==> src/sicm_pkg.sv <==
// constants and types of the two-wire master receive unit
package sicm_pkg;
  localparam int ADDR_W = 5;
  localparam logic [4:0] OFF_CTRL = 5'h00;
  localparam logic [4:0] OFF_COND = 5'h04;
  localparam logic [4:0] OFF_BRR = 5'h08;
  localparam logic [4:0] OFF_TXD = 5'h0C;
  localparam logic [4:0] OFF_RXD = 5'h10;
  localparam logic [4:0] OFF_IST = 5'h14;
  localparam logic [4:0] OFF_IMSK = 5'h18;
  localparam logic [4:0] OFF_ERR = 5'h1C;
  // control register fields
  localparam int CTRL_RIE = 0;
  localparam int CTRL_ACK = 1;
  localparam int CTRL_CKS = 2;
  // condition register fields
  localparam int COND_STA = 0;
  localparam int COND_STP = 1;
  localparam int COND_DONE = 2;
  localparam int COND_SCLS = 4;
  localparam int COND_SDAS = 6;
  // interrupt status and mask fields
  localparam int IRQ_RX = 0;
  localparam int IRQ_TX = 1;
  localparam int IRQ_COND = 2;
  localparam int ERR_OVR = 0;
  // reset values
  localparam logic [7:0] BRR_RST = 8'hFF;
  localparam logic [1:0] CKS_RST = 2'h0;
  localparam logic [2:0] IRQ_RST = 3'h0;
  // source clocks per half bit: 32 per bit
  localparam int HALF_BIT_SRC = 16;
  localparam logic [3:0] LAST_BIT = 4'h8;

  typedef enum logic [1:0]
  {
    LSEL_SERIAL = 2'b00,
    LSEL_COND = 2'b01,
    LSEL_LOW = 2'b10,
    LSEL_HIZ = 2'b11
  } sicm_lsel_t;

  typedef enum logic [1:0]
  {
    ST_IDLE = 2'b00,
    ST_START = 2'b01,
    ST_STOP = 2'b10,
    ST_BYTE = 2'b11
  } sicm_state_t;

  typedef struct packed
  {
    sicm_lsel_t sdas;
    sicm_lsel_t scls;
    logic done;
    logic stp;
    logic sta;
  } sicm_cond_t;

  localparam sicm_cond_t COND_RST = '{LSEL_HIZ, LSEL_HIZ, 1'b0, 1'b0, 1'b0};
endpackage : sicm_pkg

==> src/sicm_baud.sv <==
// half-bit tick generator: prescaler and divisor
`timescale 1ns/1ps
`default_nettype none
module sicm_baud
  import sicm_pkg::*;
#(
  parameter int DIV_W = 8
)
(
  // clock and reset
  input wire logic clk,
  input wire logic rst_n,
  // settings
  input wire logic run,
  input wire logic [1:0] cks,
  input wire logic [DIV_W-1:0] divisor,
  // tick
  output logic half_tick
);
  logic [5:0] pre_q;
  logic [DIV_W+3:0] cnt_q;
  logic [5:0] pre_top;
  logic [DIV_W+3:0] cnt_top;
  logic src_en;
  logic cnt_end;

  // source clock: peripheral clock / 1, 4, 16 or 64
  assign pre_top = 6'((7'h01 << {cks, 1'b0}) - 7'h01);
  assign src_en = (pre_q == pre_top);
  assign cnt_top = (DIV_W+4)'(HALF_BIT_SRC * (int'(divisor) + 1) - 1);
  assign cnt_end = src_en && (cnt_q == cnt_top);

  always_ff @(posedge clk)
  begin
    if (!rst_n || !run)
    begin
      pre_q <= 6'h00;
      cnt_q <= '0;
      half_tick <= 1'b0;
    end
    else
    begin
      pre_q <= src_en ? 6'h00 : pre_q + 6'h01;
      if (src_en)
        cnt_q <= cnt_end ? '0 : cnt_q + 1'b1;
      half_tick <= cnt_end;
    end
  end
endmodule : sicm_baud
`default_nettype wire

==> src/sicm_line.sv <==
// open-drain driver for one line with its select field
`timescale 1ns/1ps
`default_nettype none
module sicm_line
  import sicm_pkg::*;
(
  // clock and reset
  input wire logic clk,
  input wire logic rst_n,
  // level sources
  input wire sicm_lsel_t sel,
  input wire logic ser_lvl,
  input wire logic cond_lvl,
  // pin enable, high pulls the line low
  output logic oe
);
  logic lvl;

  assign lvl = (sel == LSEL_SERIAL) ? ser_lvl :
               (sel == LSEL_COND) ? cond_lvl :
               (sel == LSEL_LOW) ? 1'b0 : 1'b1;

  always_ff @(posedge clk)
  begin
    if (!rst_n)
      oe <= 1'b0;
    else
      oe <= ~lvl;
  end
endmodule : sicm_line
`default_nettype wire

==> src/sicm_master_rx.sv <==
// two-wire master receive unit with APB registers
//
// Implementation choices: register access over APB and the address map.
`timescale 1ns/1ps
`default_nettype none
module sicm_master_rx
  import sicm_pkg::*;
#(
  parameter int DIV_W = 8
)
(
  // clock and reset
  input wire logic REF_CLK,
  input wire logic RST_N,
  // APB slave
  input wire logic PSEL,
  input wire logic PENABLE,
  input wire logic PWRITE,
  input wire logic [ADDR_W-1:0] PADDR,
  input wire logic [31:0] PWDATA,
  output logic [31:0] PRDATA,
  output logic PREADY,
  output logic PSLVERR,
  // interrupt
  output logic IRQ,
  // clock line
  input wire logic SCL_IN,
  output logic SCL_OUT,
  output logic SCL_OE,
  // data line
  input wire logic SDA_IN,
  output logic SDA_OUT,
  output logic SDA_OE
);
  // registers
  logic rie_q;
  logic ack_sel_q;
  logic [1:0] cks_q;
  sicm_cond_t cond_q;
  logic [DIV_W-1:0] brr_q;
  logic [7:0] tx_q;
  logic [7:0] rxd_q;
  logic [7:0] sh_q;
  logic [2:0] ist_q;
  logic [2:0] imsk_q;
  logic ovr_q;
  logic [31:0] rdata_q;
  // engine
  sicm_state_t st_q;
  logic [3:0] bit_q;
  logic hi_q;
  logic [1:0] ph_q;
  logic scl_ser_q;
  logic sda_ser_q;
  logic scl_cnd_q;
  logic sda_cnd_q;
  logic sda_hold_q;
  // bus decode
  wire acc = PSEL && PENABLE;
  wire wr = acc && PWRITE;
  wire setup_rd = PSEL && !PENABLE && !PWRITE;
  wire hit_ctrl = (PADDR == OFF_CTRL);
  wire hit_cond = (PADDR == OFF_COND);
  wire hit_brr = (PADDR == OFF_BRR);
  wire hit_txd = (PADDR == OFF_TXD);
  wire hit_rxd = (PADDR == OFF_RXD);
  wire hit_ist = (PADDR == OFF_IST);
  wire hit_imsk = (PADDR == OFF_IMSK);
  wire hit_err = (PADDR == OFF_ERR);
  wire mapped = hit_ctrl || hit_cond || hit_brr || hit_txd || hit_rxd ||
                hit_ist || hit_imsk || hit_err;
  assign PREADY = PENABLE;
  assign PSLVERR = acc && !mapped;
  assign PRDATA = rdata_q;
  assign SCL_OUT = 1'b0;
  assign SDA_OUT = 1'b0;
  // engine events
  wire tick;
  wire serial = (cond_q.scls == LSEL_SERIAL) && (cond_q.sdas == LSEL_SERIAL);
  wire gen_ok = (cond_q.scls == LSEL_COND) && (cond_q.sdas == LSEL_COND);
  wire idle = (st_q == ST_IDLE);
  wire go_byte = wr && hit_txd && idle && serial;
  wire go_sta = idle && gen_ok && cond_q.sta;
  wire go_stp = idle && gen_ok && cond_q.stp && !cond_q.sta;
  wire cond_end = tick && (ph_q == 2'h2) &&
                  ((st_q == ST_START) || (st_q == ST_STOP));
  wire fall = tick && (st_q == ST_BYTE) && hi_q;
  wire rx_done = fall && (bit_q == 4'h7);
  wire ack_done = fall && (bit_q == LAST_BIT);
  wire err_clr = wr && hit_err && PWDATA[ERR_OVR] && ovr_q;
  // flag set terms
  logic [2:0] ist_set;
  assign ist_set[IRQ_RX] = rx_done && rie_q;
  assign ist_set[IRQ_TX] = ack_done || err_clr;
  assign ist_set[IRQ_COND] = cond_end;
  wire [2:0] ist_clr = (wr && hit_ist) ? PWDATA[2:0] : 3'h0;
  wire done_wr0 = wr && hit_cond && !PWDATA[COND_DONE];
  assign IRQ = |(ist_q & imsk_q);
  sicm_baud #(.DIV_W(DIV_W)) u_baud
  (
    .clk(REF_CLK),
    .rst_n(RST_N),
    .run(!idle),
    .cks(cks_q),
    .divisor(brr_q),
    .half_tick(tick)
  );
  sicm_line u_scl
  (
    .clk(REF_CLK),
    .rst_n(RST_N),
    .sel(cond_q.scls),
    .ser_lvl(scl_ser_q),
    .cond_lvl(scl_cnd_q),
    .oe(SCL_OE)
  );
  sicm_line u_sda
  (
    .clk(REF_CLK),
    .rst_n(RST_N),
    .sel(cond_q.sdas),
    .ser_lvl(sda_hold_q),
    .cond_lvl(sda_cnd_q),
    .oe(SDA_OE)
  );

  // read data mux, loaded in the setup cycle
  logic [31:0] rmux;
  always_comb
  begin
    rmux = 32'h0000_0000;
    if (hit_ctrl)
      rmux[CTRL_CKS+1:0] = {cks_q, ack_sel_q, rie_q};
    if (hit_cond)
      rmux[7:0] = {cond_q.sdas, cond_q.scls, 1'b0, cond_q.done,
                   cond_q.stp, cond_q.sta};
    if (hit_brr)
      rmux[DIV_W-1:0] = brr_q;
    if (hit_txd)
      rmux[7:0] = tx_q;
    if (hit_rxd)
      rmux[7:0] = rxd_q;
    if (hit_ist)
      rmux[2:0] = ist_q;
    if (hit_imsk)
      rmux[2:0] = imsk_q;
    if (hit_err)
      rmux[ERR_OVR] = ovr_q;
  end
  always_ff @(posedge REF_CLK)
  begin
    if (!RST_N)
      rdata_q <= 32'h0000_0000;
    else if (setup_rd)
      rdata_q <= rmux;
  end

  // control and divisor registers
  always_ff @(posedge REF_CLK)
  begin
    if (!RST_N)
    begin
      rie_q <= 1'b0;
      ack_sel_q <= 1'b0;
      cks_q <= CKS_RST;
      brr_q <= DIV_W'(BRR_RST);
      imsk_q <= IRQ_RST;
    end
    else if (wr)
    begin
      if (hit_ctrl)
      begin
        rie_q <= PWDATA[CTRL_RIE];
        ack_sel_q <= PWDATA[CTRL_ACK];
        cks_q <= PWDATA[CTRL_CKS+1:CTRL_CKS];
      end
      if (hit_brr && idle)
        brr_q <= PWDATA[DIV_W-1:0];
      if (hit_imsk)
        imsk_q <= PWDATA[2:0];
    end
  end

  // condition register: requests, done flag, line selects
  always_ff @(posedge REF_CLK)
  begin
    if (!RST_N)
      cond_q <= COND_RST;
    else
    begin
      if (wr && hit_cond)
      begin
        cond_q.sta <= PWDATA[COND_STA];
        cond_q.stp <= PWDATA[COND_STP];
        cond_q.scls <= sicm_lsel_t'(PWDATA[COND_SCLS+1:COND_SCLS]);
        cond_q.sdas <= sicm_lsel_t'(PWDATA[COND_SDAS+1:COND_SDAS]);
        if (!PWDATA[COND_DONE])
          cond_q.done <= 1'b0;
      end
      if (cond_end && st_q == ST_START)
        cond_q.sta <= 1'b0;
      if (cond_end && st_q == ST_STOP)
        cond_q.stp <= 1'b0;
      if (cond_end)
        cond_q.done <= 1'b1;
    end
  end

  // sticky interrupt status, set wins over clear
  logic [2:0] ist_d;
  always_comb
  begin
    ist_d = ist_q & ~ist_clr;
    if (done_wr0)
      ist_d[IRQ_COND] = 1'b0;
    ist_d = ist_d | ist_set;
  end

  always_ff @(posedge REF_CLK)
  begin
    if (!RST_N)
      ist_q <= IRQ_RST;
    else
      ist_q <= ist_d;
  end

  // overrun: byte done while receive flag still pending
  always_ff @(posedge REF_CLK)
  begin
    if (!RST_N)
      ovr_q <= 1'b0;
    else if (rx_done && ist_q[IRQ_RX])
      ovr_q <= 1'b1;
    else if (err_clr)
      ovr_q <= 1'b0;
  end

  // received byte
  always_ff @(posedge REF_CLK)
  begin
    if (!RST_N)
      rxd_q <= 8'h00;
    else if (rx_done)
      rxd_q <= {sh_q[6:0], SDA_IN};
  end

  // transfer engine
  always_ff @(posedge REF_CLK)
  begin
    if (!RST_N)
    begin
      st_q <= ST_IDLE;
      bit_q <= 4'h0;
      hi_q <= 1'b0;
      ph_q <= 2'h0;
      tx_q <= 8'h00;
      sh_q <= 8'h00;
      scl_ser_q <= 1'b0;
      sda_ser_q <= 1'b1;
      scl_cnd_q <= 1'b1;
      sda_cnd_q <= 1'b1;
      sda_hold_q <= 1'b1;
    end
    else
    begin
      // data moves a cycle after the clock falls: no false start
      sda_hold_q <= sda_ser_q;
      case (st_q)
        ST_IDLE:
        begin
          ph_q <= 2'h0;
          bit_q <= 4'h0;
          hi_q <= 1'b0;
          if (go_byte)
          begin
            // dummy byte written: drive first bit, clock in
            st_q <= ST_BYTE;
            tx_q <= PWDATA[7:0];
            sda_ser_q <= PWDATA[7];
            scl_ser_q <= 1'b0;
          end
          else if (go_sta)
            st_q <= ST_START;
          else if (go_stp)
            st_q <= ST_STOP;
        end
        ST_START:
        begin
          // both high, data falls, then clock falls
          if (tick)
          begin
            ph_q <= ph_q + 2'h1;
            scl_cnd_q <= (ph_q != 2'h2);
            sda_cnd_q <= (ph_q == 2'h0);
            if (ph_q == 2'h2)
              st_q <= ST_IDLE;
          end
        end
        ST_STOP:
        begin
          // both low, clock rises, then data rises
          if (tick)
          begin
            ph_q <= ph_q + 2'h1;
            scl_cnd_q <= (ph_q != 2'h0);
            sda_cnd_q <= (ph_q == 2'h2);
            if (ph_q == 2'h2)
              st_q <= ST_IDLE;
          end
        end
        ST_BYTE:
        begin
          if (tick && !hi_q)
          begin
            scl_ser_q <= 1'b1;
            hi_q <= 1'b1;
          end
          else if (fall)
          begin
            scl_ser_q <= 1'b0;
            hi_q <= 1'b0;
            bit_q <= bit_q + 4'h1;
            if (bit_q < LAST_BIT)
              sh_q <= {sh_q[6:0], SDA_IN};
            if (bit_q < 4'h7)
              sda_ser_q <= tx_q[3'(6 - int'(bit_q))];
            else if (bit_q == 4'h7)
              sda_ser_q <= ack_sel_q;
            else
            begin
              sda_ser_q <= 1'b1;
              st_q <= ST_IDLE;
            end
          end
        end
        default: st_q <= ST_IDLE;
      endcase
    end
  end
endmodule : sicm_master_rx
`default_nettype wire

==> config.mk <==
export PLATFORM = sky130hd
export DESIGN_NAME = sicm_master_rx
export DESIGN_NICKNAME = d
export VERILOG_FILES = /design/src/sicm_pkg.sv /design/src/sicm_baud.sv /design/src/sicm_line.sv /design/src/sicm_master_rx.sv
export SDC_FILE = /design/constraint.sdc
export NUM_CORES = 1
export LEC_CHECK = 0
export CORE_MARGIN = 2
export CORE_UTILIZATION = 45
export DETAILED_ROUTE_END_ITERATION = 10
export DONT_BUFFER_PORTS = 1
export PLACE_DENSITY = 0.72
export SLEW_MARGIN = 0
export SYNTH_ARGS = -nofsm -noshare
export SYNTH_HDL_FRONTEND = slang
export SYNTH_SLANG_ARGS = --single-unit
==> constraint.sdc <==
create_clock -name REF_CLK -period 4 [get_ports REF_CLK]
set_clock_uncertainty 0.15 [all_clocks]
set_input_delay 0.8 -clock REF_CLK [delete_from_list [all_inputs] [get_ports REF_CLK]]
set_output_delay 0.8 -clock REF_CLK [all_outputs]
set_load 0.03 [all_outputs]
After elaboration in Yosys (flattened, before gate mapping)
Cells that the tools add are included.
- add/subtract/negate cells: 8
- magnitude comparators: 3
- equality and inequality tests: 32
- shift operators: 1
- multiplexer cells: 57
- bitwise logic cells: 8
- reductions and logical operators: 79
- operators with widths (cell ; count):
    1-bit logical AND ; 33
    8-bit 2-to-1 mux ; 4
    1-bit 2-to-1 mux ; 26
    5-bit equality test, second input constant ; 4
    2-bit 2-to-1 mux ; 10
    2-bit AND reduction ; 7
    12-bit by 1-bit adder with 12-bit output, second input constant ; 1
    12-bit equality test ; 1
    12-bit 2-to-1 mux ; 1
    3-bit 2-to-1 mux ; 4
    4-bit 2-to-1 mux ; 3
    2-bit by 1-bit inequality test with 1-bit output, second input constant ; 6
    2-bit nonzero test ; 6
    12-bit by 2-bit subtractor with 12-bit output, second input constant ; 1
    2-bit equality test, second input constant ; 5
    5-bit by 4-bit equality test with 1-bit output, second input constant ; 2
    1-bit logical OR ; 10
    2-bit inequality test, second input constant ; 5
    1-bit one-hot mux with 2 select lines ; 5
    3-bit AND reduction ; 3
    8-bit by 1-bit adder with 8-bit output, second input constant ; 1
    2-bit logical NOT ; 4
    4-bit one-hot mux with 2 select lines ; 1
    4-bit AND reduction ; 2
    28 further kinds ; 43
- register bits after elaboration: 92
- word-level logic and storage cells: 218

Longest topological paths before layout
- depth after elaboration: 10
- gate-level depth with buffers: 9

Cells and area by module
From an unflattened synthesis, not the netlist that was laid out.
- cells, all modules: 582
- area, all modules: 5202.5 um^2
- by module, submodules not included (module ; instances ; cells an instance ; area each (um^2) ; seq. area each (um^2)):
    sicm_master_rx ; 1 ; 422 ; 3742.3 ; 1421.4
    sicm_baud ; 1 ; 150 ; 1362.6 ; 380.4
    sicm_line ; 2 ; 5 ; 48.8 ; 20.0

Worst setup path after synthesis
OpenSTA, ideal clock, no wires.
- path type: input -> register
- from: input PADDR[4]
- to: register sda_ser_q
- library setup time: 141 ps
- data arrival time: 2463 ps
- path slack: 1246 ps
- cell stages on the path: 8
- path buffers: 2
- cells stage by stage: clkbuf_1 -> nor3_1 -> nand2b_1 -> nand3b_1 -> buf_1 -> a21boi_0 -> o21ai_0 -> nand4_1
- cells in the longest elaborated chain, start to end: 6
- RTL lines (what ; line ; source):
    start, declared ; sicm_master_rx.sv:19 ; input wire logic [ADDR_W-1:0] PADDR,
    5-bit by 4-bit equality test with 1-bit output ; sicm_master_rx.sv:65 ; wire hit_txd = (PADDR == OFF_TXD);
    1-bit logical AND (3 in a row) ; sicm_master_rx.sv:82 ; wire go_byte = wr && hit_txd && idle && serial;
    2-bit by 1-bit inequality test with 1-bit output (no source line) ; - ;
    4-bit AND reduction (no source line) ; - ;
    end signal, assigned ; sicm_master_rx.sv:279 ; sda_ser_q <= PWDATA[7];
    end signal, assigned ; sicm_master_rx.sv:326 ; sda_ser_q <= tx_q[3'(6 - int'(bit_q))];
    end signal, assigned ; sicm_master_rx.sv:328 ; sda_ser_q <= ack_sel_q;
    end, declared ; sicm_master_rx.sv:54 ; logic sda_ser_q;
Every way passes these cells.
A chain may end at the register's enable or synchronous reset.

Final worst setup path
- from: register cks_q[0]
- to: register u_baud.cnt_q[1]
- cells in the longest elaborated chain, start to end: 5
- RTL lines (what ; line ; source):
    start, declared ; sicm_master_rx.sv:38 ; logic [1:0] cks_q;
    start signal, assigned ; sicm_master_rx.sv:175 ; cks_q <= PWDATA[CTRL_CKS+1:CTRL_CKS];
    1-bit by 3-bit << shifter with 6-bit output * ; sicm_baud.sv:28 ; assign pre_top = 6'((7'h01 << {cks, 1'b0}) - 7'h01);
    6-bit by 1-bit subtractor with 6-bit output * ; sicm_baud.sv:28 ;
    6-bit equality test * ; sicm_baud.sv:29 ; assign src_en = (pre_q == pre_top);
    1-bit logical AND ; sicm_baud.sv:31 ; assign cnt_end = src_en && (cnt_q == cnt_top);
    12-bit 2-to-1 mux ; sicm_baud.sv:45 ; cnt_q <= cnt_end ? '0 : cnt_q + 1'b1;
    end signal, assigned ; sicm_baud.sv:45 ;
    end, declared ; sicm_baud.sv:21 ; logic [DIV_W+3:0] cnt_q;
Mark *: on every way between the ends. The rest lies on a longest branch, timed or not.

==> results.toml <==
[run_status]
outcome = "finished, final reports clean"

[timing]
fmax_ghz = 0.352
rsz0062_at_grt = "no"
setup_violations = 0
period_minus_slack_ns = 2.84
slew_viol_final = 0
worstMarginPinSlew_ns = 0.938
period_share_pct = 71.1
fin_tns_setup_ns = 0
max-slew-margin-rel_pct = 37.3
whs_ns = 0.329
hold_viol_final = 0

[floorplanning]
initial_utilization_pct = 46.4
coreArea_um2 = 10900
rows = 38
die_w_um = 110
die_h_um = 110
die_area_um2 = 12100
pin_count = 83

[setup_path]
worstSetupStartpointType = "flip-flop"
critical-path-max-stage-delay_ns = 0.48
rrSetupSlack_ns = 1.16
reg2reg_depth = 8
cp.required_ns = 4.13
cp-startpoint = "cks_q[0]"
crit_family = "compound AO/OA/AOI/OAI gates"
crit_end = "u_baud.cnt_q[1]"
crit_buf_inv = 0
cp_num_cells = 8
worstSetupEndpointType = "flip-flop"
crit_slowest_cell = "dfxtp_1"
crit_fanout = 8
cp_cell_sequence = "or2b_2, ha_1, xnor2_1, nor2_1, o2111ai_2, a2111oi_1, nand4_1, a32o_1"
reg2reg_from = "cks_q[0]"
crit_type = "reg -> reg"
arrival_ns = 2.97
r2r-end = "u_baud.cnt_q[1]"

[finish]
diodes = 0
final_area_um2 = 5220
syn_to_final_growth_pct = 3.24
drive_gt1_share_pct = 6.46
final_nets = 639

[synthesis]
ys_types = 61
netlist_area_um2 = 5050
synth.largest_area_cell = "dfxtp_1"
postSynthAreaPerCell_um2 = 8.39
yosysMostFrequentCell = "dfxtp_1"
synthArstFlopShare_pct = 0
syn_inst = 602
synth_warnings = 0
ys_seq_area_share_pct = 36.5
synth_edf_count = 0
synth_ff_type = "dfxtp_1"
yosysTopAreaCellShare_pct = 36.5
ys_ff_latch = 92
synth_common_cells = "dfxtp_1 (92), nand2_1 (91), nor2_1 (39)"
synth_area_leaders = "dfxtp_1 (36%), nand2_1 (6.8%), mux2i_1 (4.2%), a21boi_0 (4.0%), buf_4 (4.0%)"

[placement]
gp_congestion = 0.834
placedInstanceArea_um2 = 5020
portBuffers = 0
dp_hpwl_um = 8060

[drt]
drc = 0
ant_nets = 0
drt-initial-drc-count = 399
routed_wl_um = 11300
wl_per_cell_um = 15.5
routed_via_density = 5.65
dr_total_vias = 4113
firstDrtPassIters = 5

[pwr]
clkPwrFrac_pct = 35.4
internal_power_uw = 1250
leakagePower_uw = 0.00195
powerDensity_nw_per_um2 = 344
switching_share_pct = 30.1
pwr-share-comb_pct = 11.5
switching_power_uw = 541
peakVddDrop_mv = 0.161
seq_power_share_pct = 53.1

[clocking]
cts_buffer_depth = 2
h-tree-depth = 3
clkLatencyLatePin_ns = 0.37
clock_sinks = 92
root_buffer = "clkbuf_8"
clk_pin_slew_ns = 0.11
cts_setup_buffers = 0
cts_tree = "built"
postCtsResizedCells = 0
hold_buffers = 0
cts_made_buffers = 9

[grt]
grt_util_all_layers_pct = 19.3
antenna_found_initial = 0
overflow = 0
grt_pass1_vias = 3861
grt_max_degree = 76
grt_pass1_wl_um = 18500

[hold_path]
hp-class = "reg -> reg"

[job]
max-cap-violations = 0
-- cell usage in the layout, fill, tap and decap left out, types with 3 or more instances in the layout --
master,Yosys,layout
and3_1,6,6
a21boi_0,27,27
inv_8,0,3
clkbuf_8,0,9
o21ai_0,18,18
nand3_1,25,25
o211ai_1,7,7
nand2b_1,7,7
a221oi_1,6,6
nand4_1,7,7
nor2_1,39,39
nand2_1,91,91
ha_1,12,12
or3_1,6,6
a22oi_1,3,3
a21oi_1,16,16
mux4_2,6,6
a22o_1,6,6
mux2_2,4,4
and4_1,4,4
nor3_1,20,20
nor3b_1,7,7
xnor2_1,19,19
mux2i_1,21,21
inv_1,16,16
and2_1,6,6
xor2_1,10,10
dfxtp_1,92,92
nor2b_1,26,26
conb_1,1,26
-- worst min path at each step --
stage / slack [ns] / from / end / depth (start not counted)
CTS: 0.33 / sh_q[6] / sh_q[6] / 2
floorplan: 0.25 / sda_ser_q / sda_hold_q / 1
global placement: 0.29 / sda_ser_q / sda_hold_q / 1
detailed placement: 0.31 / sda_ser_q / sda_hold_q / 1
finish: 0.33 / sh_q[6] / sh_q[6] / 2
global route: 0.33 / RST_N / cond_q[3] / 1
-- tightest hold or removal path: stages (launching register included) --
cell	delay [ns]
dfxtp_1	0.33
nand2_1	0.05
a21boi_0	0.07
-- per-layer routing --
| layer | track usage [%] | up-vias | share of wire (%) |
|---|---|---|---|
| met5 | 0 | - | 0 |
| met4 | 6.51 | 0 | 1.5 |
| met3 | 4.03 | 17 | 4.3 |
| met2 | 33.3 | 124 | 50 |
| met1 | 23.9 | 1966 | 44 |
| li1 | - | 2006 | - |
-- area by class of cell --
type	instances	area [µm²]
well taps	140	175
flip-flops and latches	92	1840
clock inverters	7	75.1
clock buffers	9	124
multi-input cells	462	2930
fillers	1037	5670
repair buffers	2	15.0
inverters	16	60.1
-- flip-flops by register name (all words and copies together), names as in the netlist, 2 cells and up --
name / cells
u_baud.cnt_q: 12
PRDATA: 8
brr_q: 8
rxd_q: 8
tx_q: 8
cond_q: 7
sh_q: 7
u_baud.pre_q: 6
bit_q: 4
imsk_q: 3
ist_q: 3
cks_q: 2
ph_q: 2
st_q: 2
-- power groups by stage --
stage	clock, µW	sequential [µW]	combinational (µW)
floorplan	0	970	205
global placement	0	973	197
detailed placement	0	974	204
CTS	655	953	205
global route	685	956	229
finish	636	953	206
-- through the flow --
step | util [%] | std cells | setup slack (ns) | power [µW]
3_3_place_gp | 46.1 | 712 | 1.22 | 1170
3_5_place_dp | 46.1 | 712 | 1.08 | 1180
2_1_floorplan | - | 627 | 1.25 | 1180
4_1_cts | 47.9 | 728 | 1.18 | 1810
6_report | 47.9 | 728 | 1.16 | 1800
5_1_grt | 47.9 | 728 | 0.995 | 1870
-- cell families after synthesis --
kind of cell / synth area share, %
adders and majority gates: 2.97
DFF: 36.5
other: 0.0742
buffers and inverters: 7.50
xor gates and xnor gates: 5.03
and+or+nand+nor: 25.4
muxes: 7.73
AOI/OAI and AO/OA: 14.9
No activity file was read; power rests on OpenSTA's default activity.
